### config.mk
export PLATFORM = sky130hd
export DESIGN_NAME = startup_role_sequencer
export DESIGN_NICKNAME = d
export VERILOG_FILES = /design/src/verilog/seq_pkg.sv /design/src/verilog/seq_bus_watch.sv /design/src/verilog/startup_role_sequencer.sv
export VERILOG_INCLUDE_DIRS = /design/src /design/src/verilog
export SDC_FILE = /design/constraint.sdc
export NUM_CORES = 1
export LEC_CHECK = 0
export BUFFER_PORTS_ARGS = -buffer_cell sky130_fd_sc_hd__buf_2
export CAP_MARGIN = 30
export CORE_MARGIN = 2
export CORE_UTILIZATION = 53
export DETAILED_ROUTE_END_ITERATION = 7
export GPL_ROUTABILITY_DRIVEN = 1
export MAX_ROUTING_LAYER = met4
export PLACE_DENSITY = 0.86
export SETUP_SLACK_MARGIN = 0.02
export SYNTH_ARGS = -nofsm -noshare
export SYNTH_HDL_FRONTEND = slang
export SYNTH_SLANG_ARGS = --single-unit
### constraint.sdc
create_clock -name clock -period 2.6 [get_ports clock]
set_clock_uncertainty 0.2 [all_clocks]
set_input_delay 0.13 -clock clock [delete_from_list [all_inputs] [get_ports clock]]
set_output_delay 0.13 -clock clock [all_outputs]
set_load 0.005 [all_outputs]
### src/verilog/seq_defs.svh
/*
 * Timing counts and fixed values for the start-up and role sequencer.
 * Assumes a 40 MHz clock; included by the sequencer and the bus watchdog.
 */
`ifndef SEQ_DEFS_SVH
`define SEQ_DEFS_SVH

// ----------------------------------------
// Clock
// ----------------------------------------
`define CLK_FREQ_HZ 40000000
// ----------------------------------------
// Times and sizes
// ----------------------------------------
`define PG_LOW_TIME_US 10
`define PG_LOW_CYCLES ((`PG_LOW_TIME_US * `CLK_FREQ_HZ) / 1000000)
`define BUS_TIMEOUT_MS 38
`define BUS_TIMEOUT_CYCLES ((`BUS_TIMEOUT_MS * `CLK_FREQ_HZ) / 1000)
`define FUSE_WORDS 16
`define CHECK_CYCLES 64
`define SLAVE_BOOT_CYCLES 4000
`define BUTTON_DEBOUNCE_CYCLES 255
`define OFF_CYCLES 400
`define PHASE_DIV 40
`define CNT_W 24

`endif

### src/verilog/seq_pkg.sv
/*
 * Types shared by the sequencer files.
 * Assumes nothing beyond a SystemVerilog compiler.
 */
package seq_pkg;
   typedef enum logic [1:0] {
      ROLE_STANDALONE,
      ROLE_MASTER,
      ROLE_SLAVE
   } role_e;
   typedef enum logic [2:0] {
      ST_LOAD,
      ST_CHECK,
      ST_WAIT_SLAVE,
      ST_POWER_DOWN,
      ST_ACTIVE,
      ST_PG_DROP,
      ST_OFF
   } seq_state_e;
   typedef logic [7:0] fuse_word_t;
endpackage

### src/verilog/seq_bus_watch.sv
/*
 * Serial clock period watchdog: flags a bus timeout when the clock
 * stays in one level for too long.
 * Assumes the serial clock input is already synchronised.
 */
`timescale 1ns/100ps
`default_nettype none
`include "seq_defs.svh"

module seq_bus_watch #(
   parameter logic [23:0] TIMEOUT_CYCLES = 24'(`BUS_TIMEOUT_CYCLES)
) (
   input wire logic clock,
   input wire logic srst,
   input wire logic enable,
   input wire logic scl_sync,
   output logic timeout
);
   logic [23:0] cnt_ff;
   logic last_ff;
   logic timeout_ff;
   logic edge_seen;

   assign edge_seen = scl_sync ^ last_ff;
   assign timeout = timeout_ff;

   // Count the cycles since the last clock edge; one pulse when the count reaches the timeout, then it holds
   always_ff @(posedge clock) begin
      if (srst || !enable || edge_seen) begin
         cnt_ff <= 24'h000000;
         timeout_ff <= 1'b0;
      end else begin
         cnt_ff <= (cnt_ff == TIMEOUT_CYCLES) ? cnt_ff : cnt_ff + 24'h000001;
         timeout_ff <= (cnt_ff == TIMEOUT_CYCLES - 24'h000001);
      end
      last_ff <= srst ? 1'b0 : scl_sync;
   end
endmodule
`default_nettype wire

### src/verilog/startup_role_sequencer.sv
/*
 * Start-up and role sequencer: fuse copy, self-check, role latch,
 * power-down / active control, pair link drive, power cycling.
 * Assumes a 40 MHz clock, a fuse array read port with one-cycle latency,
 * and that pin inputs come straight from pads.
 */
`timescale 1ns/100ps
`default_nettype none
`include "seq_defs.svh"

module startup_role_sequencer #(
   parameter logic [23:0] SLAVE_BOOT_CYCLES = 24'(`SLAVE_BOOT_CYCLES),
   parameter logic [23:0] BUS_TIMEOUT_CYCLES = 24'(`BUS_TIMEOUT_CYCLES)
) (
   input wire logic clock,
   input wire logic srst,
   // Fuse array read port
   output logic [3:0] fuse_addr,
   input wire seq_pkg::fuse_word_t fuse_data,
   // Fuse-derived configuration, held copies
   output logic pair_role_enable,
   output logic boot_to_active_select,
   output logic bus_timeout_enable,
   output logic fixed_freq_mode,
   output logic [3:0] fuse_image_sel,
   input wire logic [1:0] image_index,
   output logic [7:0] image_word,
   // Host overrides over the optional serial bus
   input wire logic host_cfg_valid,
   input wire logic host_fixed_freq,
   input wire logic [1:0] host_pin1_func,
   input wire logic host_irq_on_pin1,
   // Pins and status
   input wire logic power_button_input_n,
   input wire logic gpio1_in,
   input wire logic gpio0_in,
   input wire logic scl_in,
   input wire logic critical_fault,
   input wire logic check_stable,
   input wire logic irq_pending,
   output logic gpio0_out,
   output logic gpio0_oe,
   output logic gpio0_pulldown,
   output logic gpio1_out,
   output logic gpio1_oe,
   output logic [1:0] pin1_func,
   output logic interrupt_request_output,
   output logic power_good_output,
   output logic converter_enable,
   output logic converter_phase,
   output logic osc_enable,
   output logic bus_timeout,
   output seq_pkg::role_e role,
   output seq_pkg::seq_state_e state,
   output logic power_cycle_busy
);
   import seq_pkg::*;

   // ----------------------------------------
   // Pin synchronisers
   // ----------------------------------------
   logic [3:0] sync1_ff;
   logic [3:0] sync2_ff;

   // Two stages for every pad input before any logic reads it
   always_ff @(posedge clock) begin
      sync1_ff <= {scl_in, gpio0_in, gpio1_in, power_button_input_n};
      sync2_ff <= sync1_ff;
   end

   logic button_n_s;
   logic gpio1_s;
   logic gpio0_s;
   logic scl_s;
   assign button_n_s = sync2_ff[0];
   assign gpio1_s = sync2_ff[1];
   assign gpio0_s = sync2_ff[2];
   assign scl_s = sync2_ff[3];

   // ----------------------------------------
   // Fuse image
   // ----------------------------------------
   fuse_word_t image_ff [`FUSE_WORDS];
   logic [4:0] load_idx_ff;
   logic load_pend_ff;
   seq_state_e state_ff;
   seq_state_e nxt_state;
   role_e role_ff;
   logic [23:0] cnt_ff;
   logic [23:0] nxt_cnt;

   // Fuse word 0 holds the configuration bits
   logic cfg_pair;
   logic cfg_boot;
   logic cfg_timeout;
   logic cfg_fixed;
   assign cfg_pair = image_ff[0][0];
   assign cfg_boot = image_ff[0][1];
   assign cfg_timeout = image_ff[0][2];
   assign cfg_fixed = image_ff[0][3];

   assign fuse_addr = load_idx_ff[3:0];
   assign image_word = image_ff[{2'b00, image_index}];
   assign fuse_image_sel = image_ff[1][3:0];

   // Copy every fuse word; data arrives one cycle after its address
   always_ff @(posedge clock) begin
      if (srst) begin
         load_idx_ff <= 5'h00;
         load_pend_ff <= 1'b0;
      end else if (state_ff == ST_LOAD && load_idx_ff != 5'(`FUSE_WORDS)) begin
         load_idx_ff <= load_idx_ff + 5'h01;
         load_pend_ff <= 1'b1;
      end else begin
         load_pend_ff <= 1'b0;
      end
   end

   generate
      for (genvar i = 0; i < `FUSE_WORDS; i++) begin : g_img
         always_ff @(posedge clock) begin
            if (srst) begin
               image_ff[i] <= 8'h00;
            end else if (load_pend_ff && load_idx_ff == 5'(i + 1)) begin
               image_ff[i] <= fuse_data;
            end
         end
      end
   endgenerate

   logic load_done;
   assign load_done = state_ff == ST_LOAD && load_idx_ff == 5'(`FUSE_WORDS) && !load_pend_ff;

   // ----------------------------------------
   // Role latch
   // ----------------------------------------
   // Sampled once at load completion; pin one is ignored afterwards
   // so a glitch on the strap cannot flip a running pair.
   role_e role_sel;
   logic role_set_ff;
   assign role_sel = !cfg_pair ? ROLE_STANDALONE :
                     gpio1_s ? ROLE_SLAVE : ROLE_MASTER;

   always_ff @(posedge clock) begin
      if (srst) begin
         role_ff <= ROLE_STANDALONE;
         role_set_ff <= 1'b0;
      end else if (load_done && !role_set_ff) begin
         // A power cycle passes the load state again but must not relatch
         role_ff <= role_sel;
         role_set_ff <= 1'b1;
      end
   end

   // ----------------------------------------
   // Button debounce and press detection
   // ----------------------------------------
   logic [7:0] deb_cnt_ff;
   logic button_ff;
   logic button_prev_ff;
   logic press;

   // A level must stay for the full debounce time before it counts
   always_ff @(posedge clock) begin
      if (srst) begin
         deb_cnt_ff <= 8'h00;
         button_ff <= 1'b1;
         button_prev_ff <= 1'b1;
      end else begin
         button_prev_ff <= button_ff;
         if (button_n_s == button_ff) begin
            deb_cnt_ff <= 8'h00;
         end else if (deb_cnt_ff == 8'(`BUTTON_DEBOUNCE_CYCLES)) begin
            button_ff <= button_n_s;
            deb_cnt_ff <= 8'h00;
         end else begin
            deb_cnt_ff <= deb_cnt_ff + 8'h01;
         end
      end
   end
   assign press = button_prev_ff && !button_ff;

   // ----------------------------------------
   // Sequencer
   // ----------------------------------------
   logic fault_req;
   assign fault_req = critical_fault && (state_ff == ST_ACTIVE || state_ff == ST_POWER_DOWN);

   // Next state and the shared wait counter
   always_comb begin
      nxt_state = state_ff;
      nxt_cnt = cnt_ff + 24'h000001;
      case (state_ff)
         ST_LOAD: begin
            nxt_cnt = 24'h000000;
            if (load_done) begin
               nxt_state = ST_CHECK;
            end
         end
         ST_CHECK: begin
            if (!check_stable) begin
               nxt_cnt = 24'h000000;
            end else if (cnt_ff == 24'(`CHECK_CYCLES)) begin
               nxt_cnt = 24'h000000;
               if (role_ff == ROLE_SLAVE) begin
                  nxt_state = ST_POWER_DOWN;
               end else if (role_ff == ROLE_MASTER) begin
                  nxt_state = ST_WAIT_SLAVE;
               end else begin
                  nxt_state = cfg_boot ? ST_ACTIVE : ST_POWER_DOWN;
               end
            end
         end
         ST_WAIT_SLAVE: begin
            if (cnt_ff == SLAVE_BOOT_CYCLES) begin
               nxt_cnt = 24'h000000;
               nxt_state = cfg_boot ? ST_ACTIVE : ST_POWER_DOWN;
            end
         end
         ST_POWER_DOWN: begin
            nxt_cnt = 24'h000000;
            if (fault_req) begin
               nxt_state = ST_PG_DROP;
            end else if (press && role_ff != ROLE_SLAVE) begin
               nxt_state = ST_ACTIVE;
            end
         end
         ST_ACTIVE: begin
            nxt_cnt = 24'h000000;
            if (fault_req) begin
               nxt_state = ST_PG_DROP;
            end
         end
         ST_PG_DROP: begin
            if (cnt_ff == 24'(`PG_LOW_CYCLES - 1)) begin
               nxt_cnt = 24'h000000;
               nxt_state = ST_OFF;
            end
         end
         ST_OFF: begin
            if (cnt_ff == 24'(`OFF_CYCLES)) begin
               nxt_cnt = 24'h000000;
               nxt_state = ST_LOAD;
            end
         end
         default: begin
            nxt_state = ST_LOAD;
            nxt_cnt = 24'h000000;
         end
      endcase
   end

   always_ff @(posedge clock) begin
      if (srst) begin
         state_ff <= ST_LOAD;
         cnt_ff <= 24'h000000;
      end else begin
         state_ff <= nxt_state;
         cnt_ff <= nxt_cnt;
      end
   end

   // Leaving the off state returns to the load state but does not copy the fuses again:
   // the copy index is only reset by srst, so the load completes at once
   logic reload;
   assign reload = state_ff == ST_OFF && nxt_state == ST_LOAD;

   // ----------------------------------------
   // Converter and pair link
   // ----------------------------------------
   logic active;
   logic fixed_sel;
   logic [5:0] ph_cnt_ff;
   logic phase_ff;
   logic link_ff;
   assign active = state_ff == ST_ACTIVE;
   assign fixed_sel = host_cfg_valid ? host_fixed_freq : cfg_fixed;

   // Phase clock for the converter; only runs while active
   always_ff @(posedge clock) begin
      if (srst || !active) begin
         ph_cnt_ff <= 6'h00;
         phase_ff <= 1'b0;
      end else if (ph_cnt_ff == 6'(`PHASE_DIV - 1)) begin
         ph_cnt_ff <= 6'h00;
         phase_ff <= !phase_ff;
      end else begin
         ph_cnt_ff <= ph_cnt_ff + 6'h01;
      end
   end

   // Link carries phase while the master converter runs, low otherwise
   always_ff @(posedge clock) begin
      if (srst) begin
         link_ff <= 1'b0;
      end else begin
         link_ff <= active && role_ff == ROLE_MASTER && phase_ff;
      end
   end

   // A slave follows the link; others follow their own state
   assign converter_enable = role_ff == ROLE_SLAVE ? gpio0_s : active;
   assign converter_phase = role_ff == ROLE_SLAVE ? gpio0_s : phase_ff;
   assign gpio0_out = link_ff;
   assign gpio0_oe = role_ff == ROLE_MASTER && active;
   assign gpio0_pulldown = cfg_pair && state_ff != ST_LOAD;

   // ----------------------------------------
   // General pin one and interrupt
   // ----------------------------------------
   // Pin one is a strap on a slave, so it is never driven there
   assign pin1_func = host_cfg_valid ? host_pin1_func : 2'b00;
   assign gpio1_out = !irq_pending;
   assign gpio1_oe = role_ff != ROLE_SLAVE && host_cfg_valid && host_irq_on_pin1;
   assign interrupt_request_output = !irq_pending;

   // ----------------------------------------
   // Status
   // ----------------------------------------
   assign power_good_output = active;
   assign osc_enable = state_ff != ST_POWER_DOWN || !button_ff || deb_cnt_ff != 8'h00;
   assign pair_role_enable = cfg_pair;
   assign boot_to_active_select = cfg_boot;
   assign bus_timeout_enable = cfg_timeout;
   assign fixed_freq_mode = fixed_sel;
   assign role = role_ff;
   assign state = state_ff;
   assign power_cycle_busy = state_ff == ST_PG_DROP || state_ff == ST_OFF || reload;

   seq_bus_watch #(
      .TIMEOUT_CYCLES(BUS_TIMEOUT_CYCLES)
   ) u_watch (
      .clock(clock),
      .srst(srst),
      .enable(cfg_timeout && role_ff != ROLE_SLAVE),
      .scl_sync(scl_s),
      .timeout(bus_timeout)
   );
endmodule
`default_nettype wire

==> Flow_metrics.wiki, run 1 <==
{| class="wikitable"
! Metric !! Value
|-
| Predominant post-synthesis flop cell || dfxtp_1
|-
| Horizontal extent of the die || around 110 µm
|-
| Max FO, Critical Path || 12
|-
| Setup violation total in the final timing report || 0
|-
| Critical R2R Launch || cnt_ff[0]
|-
| Fraction of final layout cells with drive strength greater than 1 || 0.235
|-
| Half-perimeter wire length after placement || about 8300 µm
|-
| Biggest area consumer among synthesized cells || dfxtp_1
|-
| Cell Area, Synth || about 5600 µm²
|-
| Data required time of the worst path || about 2800 ps
|-
| Worst relative slew slack || 0.524
|-
| Sequential area share after synthesis || 0.485
|-
| Final weighted congestion in routability-driven placement || 0.926
|-
| Synth Warn # || 0
|-
| Sinks on the clock net || between 100 and 150
|-
| Count of state elements after synthesis || 120
|-
| Post-place instance area || 6030 µm²
|-
| Row count || 37
|-
| Post-Syn Instances || between 500 and 600
|-
| Clock edge transition at the registers on the reported setup and hold paths || 60 ps
|-
| CTS tree || done
|-
| Final-report hold violation count || 0
|-
| Overall overflow remaining after global route || 0
|-
| Portion of the clock cycle consumed by the worst path in the final layout || 0.990
|-
| Top-level I/O count || 63
|-
| Worst Setup Start Kind || flip-flop
|-
| CTS H-tree lvls || 4
|-
| Mean area per synthesized cell || 10.1 µm²
|-
| Post-route design area || a little under 7000 µm²
|-
| Drt via density || 5.75
|-
| Antenna violations before repair || 0
|-
| Crit Path Category || flip-flop to flip-flop
|-
| Largest cells by area after synthesis || dfxtp_1 31%, edfxtp_1 17%, xnor2_1 4.5%, xor2_1 4.5%, nor2_1 4.1%
|-
| Worst endpoint data arrival time || 2790 ps
|-
| Routed Antenna Nets || 0
|-
| Gate family responsible for the most delay along the worst path || simple AND/OR/NAND/NOR gates
|-
| Max Slew Vio Count || 0
|-
| Utilization after layout || 0.660
|-
| Number of iterations in the first detailed-routing pass || 5
|-
| Via total after detailed routing || 4544
|-
| Accumulated negative setup slack || 0 ps
|-
| Layout overhead on the synthesized area || 21.4%
|-
| Final standard cell count with taps included and fillers excluded || 790
|-
| Largest net degree at the start of global routing || 25
|-
| Area share of the largest cell type after synthesis || 0.314
|-
| Worst-skew pair later-pin latency || 530 ps
|-
| Run status || complete, no violations
|-
| Sum of routed wire length over all layers || 13300 µm
|-
| First-pass GRT wire length || 21300 µm
|-
| Max_cap viols || 0
|-
| CP Capture Type || flip-flop
|-
| Cell variety after synth || 57
|-
| Net count after synthesis || 593
|-
| Total global-route track usage || 0.246
|-
| Worst-path cell chain || inv_1 > ha_1 > or4b_4 > nor3_2 > a21oi_1 > o41ai_4 > buf_4 > clkbuf_16 > nor2_2
|-
| Cell with the largest stage delay on the worst path || or4b_4
|-
| Buffering stage count on the worst path with inverters included || 3
|-
| Layer with the highest usage || met2
|-
| DRC || 0
|-
| Fmax || a little under 0.4 GHz
|-
| Core Region || 10300 µm²
|-
| Most frequent cells in the layout || 88 x dfxtp_1, 62 x nor2_1, 62 x buf_2
|-
| Cell count after placement || roughly 740
|-
| Count of input and output buffers || 62
|-
| Clock period minus worst slack || 2570 ps
|-
| Largest voltage drop on the vdd net || 0.000356 V
|-
| Clock buffer count from CTS || 17
|-
| Most common library cell in the layout ignoring fill and taps || dfxtp_1
|-
| Delay of the slowest cell on the worst path || 510 ps
|-
| Routed WL per cell || about 17 µm
|-
| Final setup slack of the worst path || around 27 ps
|-
| Critical path startpoint || cnt_ff[0]
|-
| Class of the most critical hold timing path || input pin to flip-flop
|-
| Die outline area || 11400 µm²
|-
| Power per standard cell area || 643 nW/µm²
|-
| Tightest Pin Transition || 709 ps
|-
| Post-synth EDFFs || 32
|-
| Hold Path Origin || gpio1_in
|-
| Initial core utilization || 0.544
|-
| Placement Setup Slack || 59.8 ps
|-
| Share of flip-flops with an asynchronous set or reset || 0
|-
| Vias in the first global route || between 4000 and 5000
|-
| Net total in the final layout || roughly 680
|-
| Met2 Track Usage GR || 0.406
|-
| Met3 track utilization from global routing || 0.0644
|-
| Iteration-0 DRC count of the detailed router || roughly 260
|-
| Fraction of met1 tracks used by global routing || 0.278
|-
| Master cell of the clock root buffer || clkbuf_8
|-
| Clock tree buffer depth || 2
|-
| Die height || 107 µm
|-
| Static leakage power || roughly 2.6 nW
|-
| Total inserted antenna cells || 0
|}
[kinds of logic (layout without fill, tap and decap cells)]
family,after synthesis,in the layout,share of synthesized area
simple gates,278,278,0.278
flops,120,120,0.485
xor+xnor,58,58,0.0905
buf+inv,45,141,0.0388
compound gates,35,35,0.0455
fa+ha+maj,12,12,0.0263
mux,10,10,0.0359
[worst paths after layout]
check / end / slack [ps] / cells past startpoint
max: cnt_ff[18] / 30 / 9
max reg2reg: cnt_ff[18] / 30 / 9
min reg2reg: sync2_ff[0] / 130 / 0
min: sync1_ff[1] / 30 / 2
[per-stage QoR]
step,power [mW],hold slack (ps)
5_1_grt,4.50,34.4
3_3_place_gp,2.20,34.3
3_5_place_dp,2.21,33.6
2_1_floorplan,2.13,-42.3
4_1_cts,4.39,13.4
6_report,4.38,32.5
[cell type report]
cell class	instances	area [µm²]
clock buffer	17	414
clock inverter	15	146
fill	721	3510
inverter	19	71.3
multi-input combinational	393	2700
sequential	120	2720
tap	136	170
timing repair buffer	90	588
[layer usage]
layer / part of all wire / wire length [µm] / vias to the layer above
met1: 0.40 / 5320 / 2186
met5: 0 / 0 / -
li1: - / - / 2129
met4: 0.035 / 465 / 0
met3: 0.053 / 705 / 48
met2: 0.51 / 6770 / 181
[cells in the mapped netlist, drive strengths merged (5+ instances only)]
master	instances
xor2	29
clkbuf	13
nand2	27
o21ai	5
dfxtp	88
nand3	26
and3	35
nand2b	9
inv	19
a31oi	5
nor2	82
nor4	10
or3	6
nand4	17
a21oi	10
buf	13
and2	14
mux4	8
nor4b	6
xnor2	29
nor3	15
nor2b	9
edfxtp	32
ha	11
[report_power, final]
group	leakage (nW)	total [mW]	internal, mW	switching (mW)
combinational	1.30	0.204	0.0996	0.105
sequential	1.05	1.99	1.96	0.0276
clock	0.259	2.19	1.28	0.905
total	2.61	4.38	3.35	1.04
[state kept, by name, summed over array words and instances, names as in the netlist, 2 cells and up]
signal	count
cnt_ff	24
deb_cnt_ff	8
image_ff	32
load_idx_ff	5
ph_cnt_ff	6
role	2
state	3
sync1_ff	4
sync2_ff	4
u_watch.cnt_ff	24
[what timing repair did]
item                       4_1_cts  5_1_grt
hold buffers                    15        0
resized for setup                0        6
setup buffers                    0        3
hold endpoints to repair        59        0
setup endpoints to repair        0       25
(Power assumes the default switching activity.)
==> inputs of run 2 (changes only) <==
- CORE_UTILIZATION: 53 -> 40
- PLACE_DENSITY: 0.86 -> 0.7
- SLEW_MARGIN: unset -> 40
==> run 2 against run 1 <==
Final cell count is 5.7% higher; non-clock buffer count is 1 higher; global-route usage is 7.2 points lower; sequential power hardly changed; fmax is 2.7% higher; first-iteration DRC count is 44% higher; sequential share of layout area is 0.49 points lower; critical path depth is 2 lower; critical path type unchanged; critical endpoint is now cnt_ff[6].
==> Flow_metrics.wiki, run 2 (same netlist as run 1, synthesis figures left out) <==
{| class="wikitable"
! Metric !! Value
|-
| Sequential group share of total power || 0.443 (-0.011)
|-
| Placement Setup Slack || 118 ps (+58.4 ps)
|-
| CP Capture Type || flip-flop
|-
| Overall overflow remaining after global route || 0 (unchanged)
|-
| PnR Total Power || 4.50 mW (+2.6%)
|-
| Layout overhead on the synthesized area || 22.9%
|-
| Hold Path Origin || sync1_ff[2]
|-
| Switching portion of total power || 0.203 (-0.0334)
|-
| Data required time of the worst path || 2700 ps (-120 ps)
|-
| Accumulated negative setup slack || 0 ps (unchanged)
|-
| RSZ-0062 raised after global routing || no
|-
| Die height || 122 µm (+15%)
|-
| Setup violation total in the final timing report || 0 (unchanged)
|-
| Setup slack on the worst flop-to-flop path || 100 ps (+70 ps)
|-
| Horizontal extent of the die || 122 µm (+15%)
|-
| Max_cap viols || 0 (unchanged)
|-
| Internal power || 3.58 mW (+7.1%)
|-
| RR Endpoint || cnt_ff[6]
|-
| Number of iterations in the first detailed-routing pass || 6 (+1)
|-
| Hold Path Cell Cnt || 0 (-2)
|-
| Tightest Pin Transition || 683 ps (-25.9 ps)
|-
| Antenna violations before repair || 0 (unchanged)
|-
| Clock power frac || 0.512 (+0.013)
|-
| Net total in the final layout || 677 (+0.15%)
|-
| Clock period minus worst slack || 2500 ps (-67.8 ps)
|-
| Number of flip-flops under the largest register name || 32 (unchanged)
|-
| Critical R2R Launch || cnt_ff[23]
|-
| Half-perimeter wire length after placement || 8510 µm (+2.5%)
|-
| Most frequent cells in the layout || 88 x dfxtp_1, 63 x buf_2, 62 x nor2_1
|-
| DRC || 0 (unchanged)
|-
| Run status || complete, no violations
|-
| Top-level I/O count || 63 (unchanged)
|-
| Crit Path Category || flip-flop to flip-flop
|-
| Clock edge transition at the registers on the reported setup and hold paths || 50 ps (about the same)
|-
| Worst hold-check slack || 124 ps (+91.8 ps)
|-
| Largest voltage drop on the vdd net || 0.000422 V (+19%)
|-
| Worst-path cell chain || or4_4 > nor3_4 > a31oi_4 > o41ai_4 > buf_4 > buf_6 > nor2_1
|-
| Core Region || 13800 µm² (+33%)
|-
| Combinational share of power || 0.044 (-0.003)
|-
| Vias in the first global route || 4229 (-6.1%)
|-
| Initial core utilization || 0.407 (-0.136)
|-
| Final weighted congestion in routability-driven placement || 0.847 (-8.6%)
|-
| CTS tree || done
|-
| Die outline area || 15000 µm² (+31%)
|-
| Register containing the most flip-flops in the final layout || image_ff
|-
| Clock tree buffer depth || 2 (unchanged)
|-
| Registers with the highest flip-flop counts || image_ff x32, cnt_ff x24, u_watch.cnt_ff x24
|-
| Count of input and output buffers || 62 (unchanged)
|-
| Delay of the slowest cell on the worst path || 590 ps (+80 ps)
|-
| Reg2reg path depth || 7 (-2)
|-
| Total inserted antenna cells || 0 (unchanged)
|-
| Via total after detailed routing || 4402 (-3.1%)
|-
| Total global-route track usage || 0.174 (-0.0719)
|-
| Routed WL per cell || 14.8 µm (-12%)
|-
| Routed Antenna Nets || 0 (unchanged)
|-
| Final-report hold violation count || 0 (unchanged)
|-
| Drt via density || 5.27 (-8.3%)
|-
| Largest net degree at the start of global routing || 29 (+16%)
|-
| Final setup slack of the worst path || 95.1 ps (+67.8 ps)
|-
| Power per standard cell area || 652 nW/µm² (+1.3%)
|-
| First-pass GRT wire length || 19800 µm (-7.4%)
|-
| Net Switching || 0.914 mW (-12%)
|-
| Worst endpoint data arrival time || 2610 ps (-180 ps)
|-
| Iteration-0 DRC count of the detailed router || 366 (+44%)
|-
| Hold-critical path endpoint || sync2_ff[2]
|-
| Max FO, Critical Path || 6 (-6)
|-
| Most common library cell in the layout ignoring fill and taps || dfxtp_1
|-
| Fraction of final layout cells with drive strength greater than 1 || 0.234 (-0.00189)
|-
| Row count || 43 (+16%)
|-
| CTS H-tree lvls || 4 (unchanged)
|-
| Master cell of the clock root buffer || clkbuf_16
|-
| Cell with the largest stage delay on the worst path || or4_4
|-
| Clock buffer count from CTS || 17 (unchanged)
|-
| Class of the most critical hold timing path || flip-flop to flip-flop
|-
| Portion of the clock cycle consumed by the worst path in the final layout || 0.963 (-0.0261)
|-
| Fmax || 0.399 GHz (+2.7%)
|-
| Static leakage power || 2.62 nW (+0.47%)
|-
| Max Slew Vio Count || 0 (unchanged)
|-
| Worst relative slew slack || 0.538 (+0.0145)
|-
| Worst-skew pair later-pin latency || 410 ps (-120 ps)
|-
| Sum of routed wire length over all layers || 12300 µm (-7.1%)
|-
| Sinks on the clock net || 120 (unchanged)
|-
| Worst Setup Start Kind || flip-flop
|}
run 2: cell types whose count changed in the layout (fill, tap and decap cells not counted), sizes merged:
cell / delta
buf: +2
bufinv: +2
clkbuf: +4
clkinv: +1
clkinvlp: -4
inv: -4
run 2: worst max path at each step:
stage / startpoint / end / cells after the start
2_1_floorplan: cnt_ff[21] / cnt_ff[2] / 6
3_3_place_gp: cnt_ff[21] / cnt_ff[15] / 6
3_5_place_dp: cnt_ff[21] / cnt_ff[15] / 6
4_1_cts: cnt_ff[21] / cnt_ff[23] / 6
5_1_grt: cnt_ff[23] / cnt_ff[4] / 7
6_report: cnt_ff[23] / cnt_ff[6] / 7
run 2: power by group through the flow:
stage	sequential [mW]	clock (mW)	combinational, mW
after floorplan	2.02	0	0.115
after global placement	2.03	0	0.178
after detailed placement	2.03	0	0.181
after CTS	1.99	2.34	0.200
after global routing	2.00	2.42	0.221
final	1.99	2.30	0.199
run 2: final cells by class:
class | count | area, µm²
Sequential cell | 120 | 2720
Clock buffer | 22 | 454
Tap cell | 180 | 225
Inverter | 19 | 71.3
Timing Repair Buffer | 91 | 571
Clock inverter | 10 | 128
Multi-Input combinational cell | 393 | 2720
Fill cell | 1231 | 6880
run 2: critical path: cells and delay by family, from the launching register on:
family / cells / cell delay [ps]
buffers and inverters: 2 / 310
AOI/OAI and AO/OA: 2 / 590
DFF: 1 / 330
and+or+nand+nor: 3 / 980
run 2: through the flow:
step / cells / cell area [µm²] / utilization
5_1_grt: 835 / 6900 / 0.501
6_report: 835 / 6900 / 0.501
3_5_place_dp: 784 / 6080 / 0.441
3_3_place_gp: 784 / 6080 / 0.441
4_1_cts: 831 / 6810 / 0.494
2_1_floorplan: 558 / 5610 / -
run 2: routing by layer:
| layer | part of all wire | wire, µm | GRT usage |
|---|---|---|---|
| met5 | 0 | 0 | - |
| met4 | 0.016 | 201 | 0.0675 |
| met3 | 0.036 | 444 | 0.0455 |
| met2 | 0.50 | 6160 | 0.283 |
| met1 | 0.45 | 5510 | 0.206 |
run 2: what timing repair did:
action | CTS | global route
endpoints found under the setup margin | 0 | 24
hold buffers | 15 | 0
buffers inserted | 0 | 2
resized for setup | 0 | 14
endpoints found under the hold margin | 44 | 0
==> inputs of run 3 (changes only) <==
- RECOVER_POWER: unset -> 25
==> run 3 against run 2 <==
Final cell count unchanged; sequential share of layout area up 0.13 points; worst setup slack worse by 1.9 ps; global-route usage unchanged; via count decreased by 0.27%; count of clock-buffer cells in the layout unchanged; critical endpoint unchanged; first-iteration DRC count down 8.5%; critical path depth did not move; critical path type unchanged; flip-flop and latch count is the same.
==> Flow_metrics.wiki, run 3 (same netlist as run 1, synthesis figures left out) <==
{| class="wikitable"
! Metric !! Value
|-
| Run status || complete, no violations
|-
| Clock period minus worst slack || 2510 ps (+1.87 ps)
|-
| Die outline area || 15000 µm² (unchanged)
|-
| Core Region || 13800 µm² (unchanged)
|-
| Register containing the most flip-flops in the final layout || image_ff
|-
| Overall overflow remaining after global route || 0 (unchanged)
|-
| Die height || 122 µm (unchanged)
|-
| Cell with the largest stage delay on the worst path || or4_4
|-
| Tightest Pin Transition || 1220 ps (+533 ps)
|-
| First-pass GRT wire length || 19800 µm (unchanged)
|-
| Count of input and output buffers || 62 (unchanged)
|-
| Most common library cell in the layout ignoring fill and taps || dfxtp_1
|-
| Vias in the first global route || 4229 (unchanged)
|-
| Initial core utilization || 0.407 (unchanged)
|-
| Fmax || 0.399 GHz (about the same)
|-
| Routed WL per cell || 14.7 µm (-0.14%)
|-
| RSZ-0062 raised after global routing || no
|-
| Horizontal extent of the die || 122 µm (unchanged)
|-
| Data required time of the worst path || 2700 ps (about the same)
|-
| Master cell of the clock root buffer || clkbuf_16
|-
| Final-report hold violation count || 0 (unchanged)
|-
| Final setup slack of the worst path || 93.2 ps (-1.87 ps)
|-
| Row count || 43 (unchanged)
|-
| Most frequent cells in the layout || 88 x dfxtp_1, 62 x nor2_1, 45 x buf_2
|-
| Max FO, Critical Path || 6 (unchanged)
|-
| Setup slack on the worst flop-to-flop path || 90 ps (about the same)
|-
| Crit Path Category || flip-flop to flip-flop
|-
| Iteration-0 DRC count of the detailed router || 335 (-8.5%)
|-
| Power per standard cell area || 654 nW/µm² (+0.28%)
|-
| Total global-route track usage || 0.174 (unchanged)
|-
| Setup violation total in the final timing report || 0 (unchanged)
|-
| Drt via density || 5.26 (-0.27%)
|-
| Number of flip-flops under the largest register name || 32 (unchanged)
|-
| Antenna violations before repair || 0 (unchanged)
|-
| Registers with the highest flip-flop counts || image_ff x32, cnt_ff x24, u_watch.cnt_ff x24
|-
| Delay of the slowest cell on the worst path || 590 ps (about the same)
|-
| Total inserted antenna cells || 0 (unchanged)
|-
| RR Endpoint || cnt_ff[6]
|-
| Hold Path Cell Cnt || 0 (unchanged)
|-
| Largest net degree at the start of global routing || 29 (unchanged)
|-
| Clock tree buffer depth || 2 (unchanged)
|-
| Worst relative slew slack || 0.190 (-0.349)
|-
| Net total in the final layout || 677 (unchanged)
|-
| Layout overhead on the synthesized area || 22.5%
|-
| Sum of routed wire length over all layers || 12300 µm (-0.14%)
|-
| Clock edge transition at the registers on the reported setup and hold paths || 50 ps (about the same)
|-
| Gate family responsible for the most delay along the worst path || simple AND/OR/NAND/NOR gates
|-
| CP Capture Type || flip-flop
|-
| Hold-critical path endpoint || sync2_ff[2]
|-
| Worst-skew pair later-pin latency || 410 ps (about the same)
|-
| Max Slew Vio Count || 0 (unchanged)
|-
| Reg2reg path depth || 7 (unchanged)
|-
| CTS tree || done
|-
| Final weighted congestion in routability-driven placement || 0.847 (unchanged)
|-
| Critical R2R Launch || cnt_ff[23]
|-
| Worst-path cell chain || or4_4 > nor3_4 > a31oi_4 > o41ai_4 > buf_4 > buf_6 > nor2_1
|-
| Number of iterations in the first detailed-routing pass || 5 (-1)
|-
| PnR Total Power || 4.49 mW (about the same)
|-
| Class of the most critical hold timing path || flip-flop to flip-flop
|-
| Half-perimeter wire length after placement || 8510 µm (unchanged)
|-
| Buffering stage count on the worst path with inverters included || 2 (unchanged)
|-
| Via total after detailed routing || 4390 (-0.27%)
|-
| Clock buffer count from CTS || 17 (unchanged)
|-
| Accumulated negative setup slack || 0 ps (unchanged)
|-
| Worst endpoint data arrival time || 2610 ps (about the same)
|-
| Hold Path Origin || sync1_ff[2]
|-
| Worst Setup Start Kind || flip-flop
|-
| Static leakage power || 2.56 nW (-2.4%)
|-
| Max_cap viols || 0 (unchanged)
|-
| DRC || 0 (unchanged)
|-
| Fraction of final layout cells with drive strength greater than 1 || 0.206 (-0.0275)
|-
| Routed Antenna Nets || 0 (unchanged)
|-
| CTS H-tree lvls || 4 (unchanged)
|-
| Portion of the clock cycle consumed by the worst path in the final layout || 0.964 (about the same)
|-
| Sinks on the clock net || 120 (unchanged)
|-
| Fillers || 1242 (+0.89%)
|-
| Top-level I/O count || 63 (unchanged)
|-
| Placement Setup Slack || 118 ps (unchanged)
|-
| Largest voltage drop on the vdd net || 0.000423 V (+0.13%)
|}
## run 3: cell count changes in the layout (fill, tap and decap cells not counted)
| cell | previous run | this run |
|---|---|---|
| clkbuf_1 | 4 | 21 |
| buf_2 | 63 | 45 |
| and2_1 | 13 | 12 |
| buf_1 | 0 | 1 |
| and2_0 | 1 | 2 |
## run 3: power by group
group | internal (mW) | total, mW | switching [mW]
Clock | 1.52 | 2.31 | 0.787
Combinational | 0.0933 | 0.194 | 0.101
Sequential | 1.97 | 1.99 | 0.0280
## run 3: per-layer routing
layer | vias to the layer above | share of wire | track usage
met5 | - | 0 | -
met4 | 0 | 0.014 | 0.0675
met3 | 14 | 0.039 | 0.0455
met2 | 98 | 0.50 | 0.283
met1 | 2144 | 0.44 | 0.206
li1 | 2134 | - | -
## run 3: how the worst max path moves through the flow
stage	start	to	slack (ps)	depth (start not counted)
detailed placement	cnt_ff[21]	cnt_ff[15]	120	6
finish	cnt_ff[23]	cnt_ff[6]	90	7
floorplan	cnt_ff[21]	cnt_ff[2]	150	6
global placement	cnt_ff[21]	cnt_ff[15]	200	6
global route	cnt_ff[23]	cnt_ff[4]	2	7
CTS	cnt_ff[21]	cnt_ff[23]	110	6
## run 3: through the flow
step | cell area, µm² | cells | utilization | hold WS (ps)
after floorplan | 5610 | 558 | - | -42.3
after global placement | 6080 | 784 | 0.441 | 34.7
after detailed placement | 6080 | 784 | 0.441 | 33.6
after CTS | 6810 | 831 | 0.494 | 127
after global routing | 6870 | 835 | 0.499 | 129
final | 6870 | 835 | 0.499 | 124
## run 3: worst register-to-register path, cell delays in order (launching register included)
cell and delay, ps:
dfxtp_1 330, or4_4 590, nor3_4 350, a31oi_4 150
o41ai_4 440, buf_4 190, buf_6 120, nor2_1 50
## run 3: layout make-up
cell class / instances / area, µm² / area share
Sequential cell: 120 / 2720 / 0.396
Clock inverter: 10 / 128 / 0.0186
Multi-Input combinational cell: 393 / 2720 / 0.396
Tap cell: 180 / 225 / 0.0328
Clock buffer: 22 / 454 / 0.0661
Inverter: 19 / 71.3 / 0.0104
Timing Repair Buffer: 91 / 548 / 0.0797
## run 3: timing repair
item	4_1_cts	5_1_grt
gates resized for setup	0	14
hold buffers	15	0
setup endpoints to repair	0	24
hold endpoints to repair	44	0
setup buffers	0	2
